**config.mk**
```make
export PLATFORM = sky130hd
export DESIGN_NAME = scs_clock_select
export DESIGN_NICKNAME = d
export VERILOG_FILES = /design/src/scs_pkg.sv /design/src/scs_osc_if.sv /design/src/scs_clock_select.sv /design/src/scs_osc_gen.sv
export SDC_FILE = /design/constraint.sdc
export NUM_CORES = 1
export LEC_CHECK = 0
export ABC_AREA = 1
export CAP_MARGIN = 40
export CORE_AREA = 2 2 95 97
export DETAILED_ROUTE_END_ITERATION = 8
export DIE_AREA = 0 0 97 99
export DONT_BUFFER_PORTS = 1
export GPL_TIMING_DRIVEN = 1
export HOLD_SLACK_MARGIN = 0.03
export PLACE_DENSITY = 0.56
export SLEW_MARGIN = 15
export SYNTH_ARGS = -nofsm -noshare
export SYNTH_HDL_FRONTEND = slang
export SYNTH_SLANG_ARGS = --single-unit
```
**constraint.sdc**
```tcl
create_clock -name i_core_clk -period 5.15 [get_ports i_core_clk]
set_input_delay 0.2575 -clock i_core_clk [delete_from_list [all_inputs] [get_ports i_core_clk]]
set_output_delay 0.2575 -clock i_core_clk [all_outputs]
set_load 0.01 [all_outputs]
```
**src/scs_pkg.sv**
```systemverilog
// constants and types shared by the system clock selector
package scs_pkg;
    // ========================================
    // timing
    localparam int CORE_PERIOD_NS = 100;
    localparam int FAST_START_NS = 2000;
    localparam int FAST_START_CYC = (FAST_START_NS + CORE_PERIOD_NS - 1) / CORE_PERIOD_NS;
    localparam int FAST_STABLE_NS = 5000;
    localparam int FAST_STABLE_CYC = (FAST_STABLE_NS + CORE_PERIOD_NS - 1) / CORE_PERIOD_NS;
    localparam int FAST_HALF_CYC = 1;
    localparam int SLOW_HALF_CYC = 16;
    localparam int SLOW_START_PERIODS = 2;
    localparam int SLOW_START_CYC = SLOW_START_PERIODS * 2 * SLOW_HALF_CYC;
    localparam int SLOW_STABLE_CYC = 1;
    // ========================================
    // register map
    localparam int ADDR_W = 4;
    localparam int DATA_W = 8;
    localparam logic [3:0] ADDR_CTRL = 4'h0;
    localparam logic [3:0] ADDR_STAT = 4'h1;
    localparam int FREQ_LSB = 3;
    localparam int FREQ_MSB = 6;
    localparam int SRC_SEL_LSB = 0;
    localparam int SRC_SEL_MSB = 1;
    localparam int STAT_FAST_READY = 4;
    localparam int STAT_SLOW_READY = 1;
    localparam int STAT_FAST_STABLE = 0;
    localparam logic [3:0] FREQ_RST = 4'h7;
    localparam logic [1:0] SRC_SEL_RST = 2'h0;
    // ========================================
    // configuration oscillator field, slow-select frequency code and prescaler widths
    localparam logic [1:0] CFG_INTERNAL = 2'h0;
    localparam logic [1:0] CFG_EXT_LOW = 2'h1;
    localparam logic [1:0] CFG_EXT_MEDIUM = 2'h2;
    localparam logic [1:0] CFG_EXT_HIGH = 2'h3;
    localparam logic [2:0] FREQ_SLOW_TOP = 3'h0;
    localparam int SHIFT_W = 4;
    localparam int DIV_W = 10;
    // ========================================
    // types
    typedef enum logic [1:0] {SRC_EXT, SRC_FAST, SRC_SLOW} scs_src_t;
    typedef enum logic [1:0] {SW_RUN, SW_START, SW_FALL} scs_sw_state_t;
endpackage

```
**src/scs_osc_if.sv**
```systemverilog
// control and status of one internal oscillator
`timescale 1ns/1ns
interface scs_osc_if;
    logic en;
    logic ready;
    logic stable;
    logic tick;
    modport gen (input en, output ready, output stable, output tick);
    modport user (output en, input ready, input stable, input tick);
endinterface

```
**src/scs_clock_select.sv**
```systemverilog
// system clock source selector with glitch-free switching
//
// Our own choices: strobed register access and the address map.
`timescale 1ns/1ns
module scs_clock_select (
    // clock and reset
    input wire logic i_core_clk,
    input wire logic i_rst,
    // configuration straps
    input wire logic [1:0] i_cfg_osc_select,
    input wire logic i_clock_output_enable_cfg_n,
    // timers that need the slow oscillator
    input wire logic i_powerup_timer_en,
    input wire logic i_watchdog_timer_en,
    // register port
    input wire logic [scs_pkg::ADDR_W-1:0] i_addr,
    input wire logic [scs_pkg::DATA_W-1:0] i_wr_data,
    input wire logic i_wr,
    input wire logic i_rd,
    output logic [scs_pkg::DATA_W-1:0] o_rd_data,
    // clock input pin
    input wire logic i_clock_input_pin,
    output logic o_clock_input_released,
    // clock output pin and its io fallback
    input wire logic i_gpio_out,
    input wire logic i_gpio_oe,
    output logic o_clock_output_pin,
    output logic o_clock_output_oe,
    // system clock and status
    output logic o_sys_clk,
    output logic [1:0] o_active_src,
    output logic o_switch_busy,
    output logic o_timer_tick,
    output logic o_fast_osc_en,
    output logic o_slow_osc_en,
    output logic o_fast_osc_ready,
    output logic o_fast_osc_stable,
    output logic o_slow_osc_ready
);
    scs_osc_if fast_if ();
    scs_osc_if slow_if ();

    logic [1:0] cfg_q;
    logic clock_output_pin_cfg_n_q;
    logic [3:0] freq_q;
    logic [1:0] src_sel_q;
    logic [scs_pkg::DATA_W-1:0] rd_data_q;
    logic ext_meta_q;
    logic ext_sync_q;
    scs_pkg::scs_src_t act_src_q;
    logic [scs_pkg::SHIFT_W-1:0] act_shift_q;
    scs_pkg::scs_sw_state_t state_q;
    logic [scs_pkg::DIV_W-1:0] div_cnt_q;
    logic sys_q;
    logic clock_output_pin_q;
    logic clock_output_pin_oe_q;
    logic released_q;

    logic internal_sel;
    logic slow_pick;
    scs_pkg::scs_src_t tgt_src;
    logic [scs_pkg::SHIFT_W-1:0] tgt_shift;
    logic tgt_ready;
    logic need_switch;
    logic do_switch;
    logic [scs_pkg::DIV_W-1:0] div_last;

    // ========================================
    // prescaler decode: half period in fast ticks is 2**shift
    function automatic logic [scs_pkg::SHIFT_W-1:0] freq_shift(input logic [3:0] code);
        logic [scs_pkg::SHIFT_W-1:0] s;
        s = 4'h0;
        if (code[3])
        begin
            s = 4'hF - code;
        end
        else if (code[2])
        begin
            s = 4'hC - code;
        end
        else
        begin
            s = 4'h9;
        end
        return s;
    endfunction

    // ========================================
    // oscillators
    scs_osc_gen #(
        .START_CYC(scs_pkg::FAST_START_CYC),
        .STABLE_CYC(scs_pkg::FAST_STABLE_CYC),
        .HALF_CYC(scs_pkg::FAST_HALF_CYC)
    ) u_fast (
        .i_core_clk(i_core_clk),
        .i_rst(i_rst),
        .osc(fast_if.gen)
    );

    scs_osc_gen #(
        .START_CYC(scs_pkg::SLOW_START_CYC),
        .STABLE_CYC(scs_pkg::SLOW_STABLE_CYC),
        .HALF_CYC(scs_pkg::SLOW_HALF_CYC)
    ) u_slow (
        .i_core_clk(i_core_clk),
        .i_rst(i_rst),
        .osc(slow_if.gen)
    );

    // ========================================
    // source selection
    // reserved select code 01 behaves as 00
    assign internal_sel = src_sel_q[1] || (cfg_q == scs_pkg::CFG_INTERNAL);
    assign slow_pick = (freq_q[3:1] == scs_pkg::FREQ_SLOW_TOP);

    always_comb
    begin
        if (!internal_sel)
        begin
            tgt_src = scs_pkg::SRC_EXT;
        end
        else if (slow_pick)
        begin
            tgt_src = scs_pkg::SRC_SLOW;
        end
        else
        begin
            tgt_src = scs_pkg::SRC_FAST;
        end
    end

    assign tgt_shift = freq_shift(freq_q);

    // the old source stays enabled until the switch completes,
    // otherwise its clock could freeze high and hang the switch
    assign fast_if.en = (internal_sel && !slow_pick) || (act_src_q == scs_pkg::SRC_FAST);
    assign slow_if.en = (internal_sel && slow_pick) || (act_src_q == scs_pkg::SRC_SLOW)
        || i_powerup_timer_en || i_watchdog_timer_en;

    always_comb
    begin
        unique case (tgt_src)
            scs_pkg::SRC_FAST: tgt_ready = fast_if.ready;
            scs_pkg::SRC_SLOW: tgt_ready = slow_if.ready;
            default: tgt_ready = 1'b1;
        endcase
    end

    assign need_switch = (tgt_src != act_src_q)
        || ((tgt_src == scs_pkg::SRC_FAST) && (tgt_shift != act_shift_q));

    // switch only in a low phase; entering the external clock also
    // waits for its low phase so no short high pulse appears
    assign do_switch = (state_q == scs_pkg::SW_FALL) && need_switch && tgt_ready && !sys_q
        && !((tgt_src == scs_pkg::SRC_EXT) && ext_sync_q);

    // ========================================
    // configuration capture at reset
    always_ff @(posedge i_core_clk)
    begin
        if (i_rst)
        begin
            cfg_q <= i_cfg_osc_select;
            clock_output_pin_cfg_n_q <= i_clock_output_enable_cfg_n;
        end
    end

    // ========================================
    // control register
    always_ff @(posedge i_core_clk)
    begin
        if (i_rst)
        begin
            freq_q <= scs_pkg::FREQ_RST;
            src_sel_q <= scs_pkg::SRC_SEL_RST;
        end
        else if (i_wr && (i_addr == scs_pkg::ADDR_CTRL))
        begin
            freq_q <= i_wr_data[scs_pkg::FREQ_MSB:scs_pkg::FREQ_LSB];
            src_sel_q <= i_wr_data[scs_pkg::SRC_SEL_MSB:scs_pkg::SRC_SEL_LSB];
        end
    end

    // ========================================
    // register reads, data valid the cycle after the strobe
    always_ff @(posedge i_core_clk)
    begin
        if (i_rst || !i_rd)
        begin
            rd_data_q <= '0;
        end
        else if (i_addr == scs_pkg::ADDR_CTRL)
        begin
            rd_data_q <= '0;
            rd_data_q[scs_pkg::FREQ_MSB:scs_pkg::FREQ_LSB] <= freq_q;
            rd_data_q[scs_pkg::SRC_SEL_MSB:scs_pkg::SRC_SEL_LSB] <= src_sel_q;
        end
        else if (i_addr == scs_pkg::ADDR_STAT)
        begin
            rd_data_q <= '0;
            rd_data_q[scs_pkg::STAT_FAST_READY] <= fast_if.ready;
            rd_data_q[scs_pkg::STAT_SLOW_READY] <= slow_if.ready;
            rd_data_q[scs_pkg::STAT_FAST_STABLE] <= fast_if.stable;
        end
        else
        begin
            rd_data_q <= '0;
        end
    end

    // ========================================
    // external clock synchroniser
    always_ff @(posedge i_core_clk)
    begin
        if (i_rst)
        begin
            ext_meta_q <= 1'b0;
            ext_sync_q <= 1'b0;
        end
        else
        begin
            ext_meta_q <= i_clock_input_pin;
            ext_sync_q <= ext_meta_q;
        end
    end

    // ========================================
    // switch sequencer
    always_ff @(posedge i_core_clk)
    begin
        if (i_rst)
        begin
            state_q <= scs_pkg::SW_RUN;
            act_shift_q <= freq_shift(scs_pkg::FREQ_RST);
            // external mode is live at once, no start-up wait
            act_src_q <= (i_cfg_osc_select == scs_pkg::CFG_INTERNAL)
                ? scs_pkg::SRC_FAST : scs_pkg::SRC_EXT;
        end
        else
        begin
            unique case (state_q)
                scs_pkg::SW_RUN:
                begin
                    if (need_switch)
                    begin
                        // same oscillator is already ready: no start delay
                        state_q <= tgt_ready ? scs_pkg::SW_FALL : scs_pkg::SW_START;
                    end
                end
                scs_pkg::SW_START:
                begin
                    if (!need_switch)
                    begin
                        state_q <= scs_pkg::SW_RUN;
                    end
                    else if (tgt_ready)
                    begin
                        state_q <= scs_pkg::SW_FALL;
                    end
                end
                scs_pkg::SW_FALL:
                begin
                    if (!need_switch)
                    begin
                        state_q <= scs_pkg::SW_RUN;
                    end
                    else if (!tgt_ready)
                    begin
                        state_q <= scs_pkg::SW_START;
                    end
                    else if (do_switch)
                    begin
                        act_src_q <= tgt_src;
                        act_shift_q <= tgt_shift;
                        state_q <= scs_pkg::SW_RUN;
                    end
                end
                default:
                begin
                    state_q <= scs_pkg::SW_RUN;
                end
            endcase
        end
    end

    // ========================================
    // system clock generation
    assign div_last = scs_pkg::DIV_W'((1 << act_shift_q) - 1);

    always_ff @(posedge i_core_clk)
    begin
        if (i_rst || do_switch)
        begin
            // new source starts low; only the fast divider restarts, so a full low phase is kept for the fast source alone
            sys_q <= 1'b0;
            div_cnt_q <= '0;
        end
        else
        begin
            unique case (act_src_q)
                scs_pkg::SRC_EXT:
                begin
                    // no edges means no state change: the device just waits
                    sys_q <= ext_sync_q;
                end
                scs_pkg::SRC_FAST:
                begin
                    if (fast_if.tick)
                    begin
                        if (div_cnt_q == div_last)
                        begin
                            sys_q <= !sys_q;
                            div_cnt_q <= '0;
                        end
                        else
                        begin
                            div_cnt_q <= div_cnt_q + 1'b1;
                        end
                    end
                end
                scs_pkg::SRC_SLOW:
                begin
                    if (slow_if.tick)
                    begin
                        sys_q <= !sys_q;
                    end
                end
                default:
                begin
                    sys_q <= sys_q;
                end
            endcase
        end
    end

    // ========================================
    // pins
    always_ff @(posedge i_core_clk)
    begin
        if (i_rst)
        begin
            clock_output_pin_q <= 1'b0;
            clock_output_pin_oe_q <= 1'b0;
            released_q <= 1'b0;
        end
        else
        begin
            clock_output_pin_q <= clock_output_pin_cfg_n_q ? i_gpio_out : sys_q;
            clock_output_pin_oe_q <= clock_output_pin_cfg_n_q ? i_gpio_oe : 1'b1;
            released_q <= (cfg_q == scs_pkg::CFG_INTERNAL);
        end
    end

    // ========================================
    // outputs
    assign o_rd_data = rd_data_q;
    assign o_clock_input_released = released_q;
    assign o_clock_output_pin = clock_output_pin_q;
    assign o_clock_output_oe = clock_output_pin_oe_q;
    assign o_sys_clk = sys_q;
    assign o_active_src = act_src_q;
    assign o_switch_busy = (state_q != scs_pkg::SW_RUN);
    assign o_timer_tick = slow_if.tick;
    assign o_fast_osc_en = fast_if.en;
    assign o_slow_osc_en = slow_if.en;
    assign o_fast_osc_ready = fast_if.ready;
    assign o_fast_osc_stable = fast_if.stable;
    assign o_slow_osc_ready = slow_if.ready;
endmodule

```
**src/scs_osc_gen.sv**
```systemverilog
// internal oscillator model: start-up, settling and half-period ticks
`timescale 1ns/1ns
module scs_osc_gen #(
    parameter int START_CYC = 2,
    parameter int STABLE_CYC = 1,
    parameter int HALF_CYC = 1
) (
    // clock and reset
    input wire logic i_core_clk,
    input wire logic i_rst,
    // oscillator port
    scs_osc_if.gen osc
);
    localparam int SW = $clog2(START_CYC + 1);
    localparam int TW = $clog2(STABLE_CYC + 1);
    localparam int HW = $clog2(HALF_CYC + 1);
    localparam logic [SW-1:0] START_LAST = SW'(START_CYC);
    localparam logic [TW-1:0] STABLE_LAST = TW'(STABLE_CYC);
    localparam logic [HW-1:0] HALF_LAST = HW'(HALF_CYC - 1);

    logic [SW-1:0] start_cnt_q;
    logic [TW-1:0] stable_cnt_q;
    logic [HW-1:0] half_cnt_q;
    logic ready_q;
    logic stable_q;
    logic tick_q;

    // ========================================
    // start-up and settling
    always_ff @(posedge i_core_clk)
    begin
        if (i_rst || !osc.en)
        begin
            start_cnt_q <= '0;
            stable_cnt_q <= '0;
            ready_q <= 1'b0;
            stable_q <= 1'b0;
        end
        else if (!ready_q)
        begin
            start_cnt_q <= start_cnt_q + 1'b1;
            ready_q <= (start_cnt_q == START_LAST - 1'b1);
        end
        else if (!stable_q)
        begin
            stable_cnt_q <= stable_cnt_q + 1'b1;
            stable_q <= (stable_cnt_q == STABLE_LAST - 1'b1);
        end
    end

    // ========================================
    // ticks only once the oscillator runs
    always_ff @(posedge i_core_clk)
    begin
        if (i_rst || !ready_q)
        begin
            half_cnt_q <= '0;
            tick_q <= 1'b0;
        end
        else
        begin
            tick_q <= (half_cnt_q == HALF_LAST);
            half_cnt_q <= (half_cnt_q == HALF_LAST) ? '0 : half_cnt_q + 1'b1;
        end
    end

    assign osc.ready = ready_q;
    assign osc.stable = stable_q;
    assign osc.tick = tick_q;
endmodule

```
==> Word-level counts from Yosys, hierarchy flattened <==
Index checks and enable logic that the tools add are counted.
{ "word_totals": {"regBits": 70, "word_cells": 140, "input_bits": 24, "output_inout_bits": 21} }
{ "op_classes": {"bitwise_logic": 2, "mux": 31, "n_eq_ne": 20, "n_addsub": 9, "shifts": 1, "reduce_logical": 51} }
{ "op_table": {"columns": ["op", "count"], "rows": [
  ["$mux 2", 14],
  ["$logic_or 1x1->1", 12],
  ["$reduce_and 4->1", 3],
  ["$add 10x1->10 const B", 1],
  ["$add 5x1->5 const B", 2],
  ["$eq 10x10->1", 1],
  ["$logic_not 2->1", 5],
  ["$mux 10", 1],
  ["$reduce_bool 2->1", 5],
  ["$shl 1x4->10 const A", 1],
  ["$sub 10x2->10 const B", 1],
  ["$logic_and 1x1->1", 9],
  ["$mux 1", 9],
  ["$logic_not 1->1", 8],
  ["$mux 4", 2],
  ["$sub 4x4->4 const A", 2],
  ["$add 7x1->7 const B", 1],
  ["$eq 7x6->1 const B", 1],
  ["$mux 7", 1],
  ["$add 6x1->6 const B", 1],
  ["$eq 2x1->1 const B", 3],
  ["$eq 2x2->1 const B", 3],
  ["$eq 6x6->1 const B", 1],
  ["$ne 2x1->1 const B", 3],
  ["20 further kinds", 24]
]} }

==> Longest topological paths before layout <==
{ "logic_depth": {"word_depth": 15, "mapped_depth": 18, "mapped_depth_nobuf": 17} }

==> Hierarchy <==
Synthesis repeated with hierarchy kept, for this count alone.
{ "unflattened": {"hier_cells": 505, "hier_area_um2": 3652.3} }
{ "modules_own_cells": {"columns": ["module", "instances", "seq_area_each_um2", "cells_each", "area_each_um2"], "rows": [
  ["scs_clock_select", 1, 830.8, 323, 2288.4],
  ["scs_osc_gen at u_slow", 1, 320.3, 89, 703.2],
  ["scs_osc_gen at u_fast", 1, 300.3, 93, 660.6]
]} }

==> Worst setup path before layout <==
Ideal clock, no wire load.
{ "synth_path": {"path_kind": "reg-to-reg", "start": "register act_shift_q[1] (netlist name)", "end": "register div_cnt_q[0] (netlist name)", "n_path_buf": 1, "period_less_slack_ns": 1.920, "required_time_ns": 5.027, "path_slack_ns": 3.230, "path_stages_with_launch": 16, "setup_time_ns": 0.123, "t_arrival_ns": 1.797, "path_cell_list": "dfxtp_1 -> buf_4 -> nor2_2 -> nand2_1 -> ha_1 -> inv_1 -> nand2_1 -> nand2_1 -> nor2_1 -> nand3_1 -> nor2_1 -> nand2_1 -> nor2_2 -> nand2_2 -> o211ai_4 -> nor2_1"} }
{ "synth_via": {"elab_chain_len": 8, "elab_cells_between_ends": 12, "classes_between": "add/sub (1); eq/ne (2); shift (1); mux (1); reduce/logical (7)"} }
{ "synth_rtl": {"columns": ["item", "line_no", "text"], "rows": [
  ["start: declaration", "scs_clock_select.sv:51", "logic [scs_pkg::SHIFT_W-1:0] act_shift_q;"],
  ["start signal: assignment", "scs_clock_select.sv:234", "act_shift_q <= freq_shift(scs_pkg::FREQ_RST);"],
  ["start signal: assignment", "scs_clock_select.sv:274", "act_shift_q <= tgt_shift;"],
  ["branches (longest 8 deep; another with $sub 10x2->10)", null, null],
  ["end signal: assignment", "scs_clock_select.sv:317", "div_cnt_q <= div_cnt_q + 1'b1;"],
  ["end: declaration", "scs_clock_select.sv:53", "logic [scs_pkg::DIV_W-1:0] div_cnt_q;"]
]} }
Several ways; the timed one is not identified.
A chain may end at the register's enable or synchronous reset.

==> Worst setup path in the final report <==
{ "layout_path": {"start": "register act_shift_q[3] (netlist name)", "end": "register div_cnt_q[6] (netlist name)"} }
The elaborated chain is that of the path after synthesis.

==> impl.org <==
** Logic synthesis
- Mean post-synth cell area :: 7.46 um^2
- Fraction of synthesis flops using an asynchronous set or reset pin :: 0%
- Yosys warning count :: 0
- Post-Synthesis Cells :: 446
- Cell area after synthesis :: between 3000 and 4000 um^2
- Post-synthesis cell type count :: 38
- FF+latch count, synth :: 68
- In the synthesized netlist the dominant register cell turns out to be sky130_fd_sc_hd__dfxtp_1.
- In this run, synthesis inferred 5 flip-flops with an integrated enable.
- Of the synthesized area, sequential elements account for between 40% and 50%.

** Power
- Maximum vdd ir drop :: between 100 and 150 uV
- In this run the power density over the cells is ~330 nW/um^2.
- The analysis attributes to cell leakage a power of between 1.5 and 2 nW.

** Drt
- Ratio of routed vias to standard cells :: 4.73
- In the final routed layout, each cell accounts on average for 11.8 um.
- The first TritonRoute pass finished after 4 iterations.
- After detailed routing, the number of remaining DRC violations is 0.
- Initial DRC Count :: 66
- Wires add up to around 6.7 mm.
- Vias post-DR :: about 2700
- Remaining number of nets flagged by the antenna check after routing :: 0

** STA
- The number of pins exceeding their max-slew limit in the final report came to 0.
- On the final layout, the worst clock skew is approximately 0.012 ns.
- Slack of the critical path :: 2.92 ns
- Portion of the clock cycle consumed by the worst path in the final layout :: a little over two fifths
- Number of hold violations in the final report :: 0
- Setup repair after global routing left no endpoint under its margin.
- Slew at the pin with the worst max-slew slack :: 0.628 ns
- In the final timing run, aggregate negative setup slack is 0 ns.
- Timing would allow up to between 400 and 500 MHz.
- Post-layout min period :: roughly 2.2 ns
- Setup violations remaining at the end of the flow were counted as 0.
- Max-Slew Margin vs Limit :: ~58%

** Finish
- Relative to the synthesized area, the layout overhead comes to 11.1%.
- Number of antenna repair diodes :: 0
- In the final design database the tool counted slightly below 500 nets.
- Layout Cell Area excl Fill :: between 3000 and 4000 um^2
- Commonest non-fill, non-tap cell in the layout :: sky130_fd_sc_hd__nand2_1
- The filler cells instantiated in the layout total 870.
- Share of post-route cells with drive strength above 1 :: 7.61%
- Most frequent cells in the layout :: sky130_fd_sc_hd__nand2_1 (93), sky130_fd_sc_hd__dfxtp_1 (63), sky130_fd_sc_hd__inv_1 (58)

** Outcome
- Run status :: complete, no violations

** CTS
- Number of buffers created by CTS :: 9
- After clock tree synthesis, the clock-pin slew on the worst setup and hold paths is roughly 0.070 ns.
- Gates resized during post-CTS repair numbered 0.
- Root buffer cell :: sky130_fd_sc_hd__clkbuf_8
- CTS sink cnt :: 68
- TritonCTS built the clock tree.
- Counting along the longest clock path gives a buffer depth of 2.
- H-tree Lvls :: 3
- The clock reaches the later pin of the worst-skew pair after 0.34 ns.

** Critical path
- WS Path Type :: reg -> reg
- Of all nets on the critical path, the largest fanout is 11.
- The worst setup path is captured at a register.
- STA classifies the critical path startpoint as a register.
- For the worst setup path, the data arrival time is between 2 and 2.5 ns.
- Critical path required time :: ~5.4 ns

** Floorplan
- In this run the horizontal extent of the chip is about 97 um.
- Floorplan core area :: between 8000 and 9000 um^2
- The die is 99 um tall.
- Standard-cell rows :: 34
- The die covers 9600 um^2.
- Initial standard-cell utilization of the core :: 38.9%
- Top-Level Pins :: 45

** Placed design
- Count of buffers inserted at the top-level ports :: 0
- Routability cong. :: just under 0.8
- Detail Placement HPWL :: between 4 and 5 mm
- The placed instances occupy a cell area of between 3000 and 4000 um^2.
- Worst setup timing slack at the placement stage :: between 2 and 3 ns

** GRT
- Entering global routing, the biggest net connects 17 pins.
- Remaining global-route overflow :: 0
- The number of global-route vias before repair was approximately 2700.
- Across every metal layer, demand over resource in global routing totals between 15 and 20%.
- First-pass GRT wire length :: ~12 mm
- The number of antenna violations at the first check in global routing is 0.

** Hold path
- The path class of the tightest hold or removal check is in -> reg.

** Flow run
- Max-cap violations in this run came to 0.
## logic make-up (layout without fill, tap and decap cells)
logic type | Yosys count | in the layout | share of synthesized area, %
adders and majority gates | 12 | 12 | 4.51
xor gates and xnor gates | 20 | 20 | 5.27
other | 1 | 3 | 0.113
AOI/OAI and AO/OA | 49 | 49 | 8.58
and+or+nand+nor | 226 | 226 | 30.4
buffers and inverters | 70 | 82 | 8.65
DFF | 68 | 68 | 42.4
## cell usage after synthesis, types with 4 or more instances
cell type	n	area (um^2)
sky130_fd_sc_hd__xnor2_1	5	43.8
sky130_fd_sc_hd__edfxtp_1	5	150
sky130_fd_sc_hd__nand2_2	6	37.5
sky130_fd_sc_hd__nor3_1	17	85.1
sky130_fd_sc_hd__a21oi_1	22	110
sky130_fd_sc_hd__dfxtp_1	63	1260
sky130_fd_sc_hd__nor2_1	56	210
sky130_fd_sc_hd__inv_1	58	218
sky130_fd_sc_hd__nand3_1	34	170
sky130_fd_sc_hd__buf_4	4	30.0
sky130_fd_sc_hd__ha_1	12	150
sky130_fd_sc_hd__o22ai_1	4	25.0
sky130_fd_sc_hd__xor2_1	15	131
sky130_fd_sc_hd__o21ai_0	13	65.1
sky130_fd_sc_hd__nand2_1	93	349
## per-stage QoR
step | power [mW] | hold WS, ns | instances | utilization (%)
after floorplan | 0.688 | 0.356 | 448 | -
after global placement | 0.708 | 0.329 | 547 | 39.9
after detailed placement | 0.710 | 0.333 | 547 | 39.9
after CTS | 1.23 | 0.0366 | 568 | 43.2
after global routing | 1.27 | 0.0576 | 568 | 43.2
final | 1.21 | 0.0545 | 568 | 43.2
## flip-flops by register name, summed over array words and instances, names as in the netlist, 4 cells and up
register / flops
act_shift_q: 4
div_cnt_q: 10
freq_q: 4
o_rd_data: 6
u_fast.stable_cnt_q: 6
u_fast.start_cnt_q: 5
u_slow.half_cnt_q: 5
u_slow.start_cnt_q: 7
## where the power goes
part           total (mW)  switching (mW)  internal, mW
Combinational       0.135          0.0866        0.0485
Clock               0.511           0.207         0.303
Sequential          0.567          0.0176         0.550
Total                1.21           0.311         0.901
## critical path, stage by stage (launching register included)
cell,delay (ns)
sky130_fd_sc_hd__dfxtp_1,0.60
sky130_fd_sc_hd__nor2_4,0.10
sky130_fd_sc_hd__nand2_1,0.12
sky130_fd_sc_hd__ha_1,0.29
sky130_fd_sc_hd__inv_1,0.08
sky130_fd_sc_hd__nor2_1,0.11
sky130_fd_sc_hd__nand2_1,0.07
sky130_fd_sc_hd__nand3_1,0.07
sky130_fd_sc_hd__nand2_1,0.05
sky130_fd_sc_hd__nor2_1,0.14
sky130_fd_sc_hd__nand2_2,0.11
sky130_fd_sc_hd__o211ai_4,0.30
sky130_fd_sc_hd__nor2_1,0.07
## metal layers
metal	global-route usage [%]	wire, um
met3	3.12	200
met4	6.18	106
met2	26.6	3360
met5	0	0
met1	17.8	3040
## final cells by class
class | count | area, um^2 | share of cell area, %
clock buffers | 11 | 153 | 4.13
clock inverters | 5 | 82.6 | 2.24
well taps | 108 | 135 | 3.66
multi-input cells | 310 | 1630 | 44.2
repair buffers | 5 | 50.0 | 1.35
inverters | 61 | 229 | 6.20
flip-flops and latches | 68 | 1410 | 38.2
## final timing paths
kind                      from              end  slack, ns  cells past startpoint
min               i_wr_data[3]        freq_q[0]       0.05                      2
max             act_shift_q[3]     div_cnt_q[6]       2.92                     12
max reg2reg     act_shift_q[3]     div_cnt_q[6]       2.92                     12
min reg2reg  u_fast.half_cnt_q  u_fast.osc.tick       0.39                      1
## what timing repair did
item,in CTS,in global routing
hold buffers,5,0
endpoints found under the hold margin,19,0
buffers inserted,0,0
setup endpoints to repair,0,0
(Power assumes the default switching activity.)
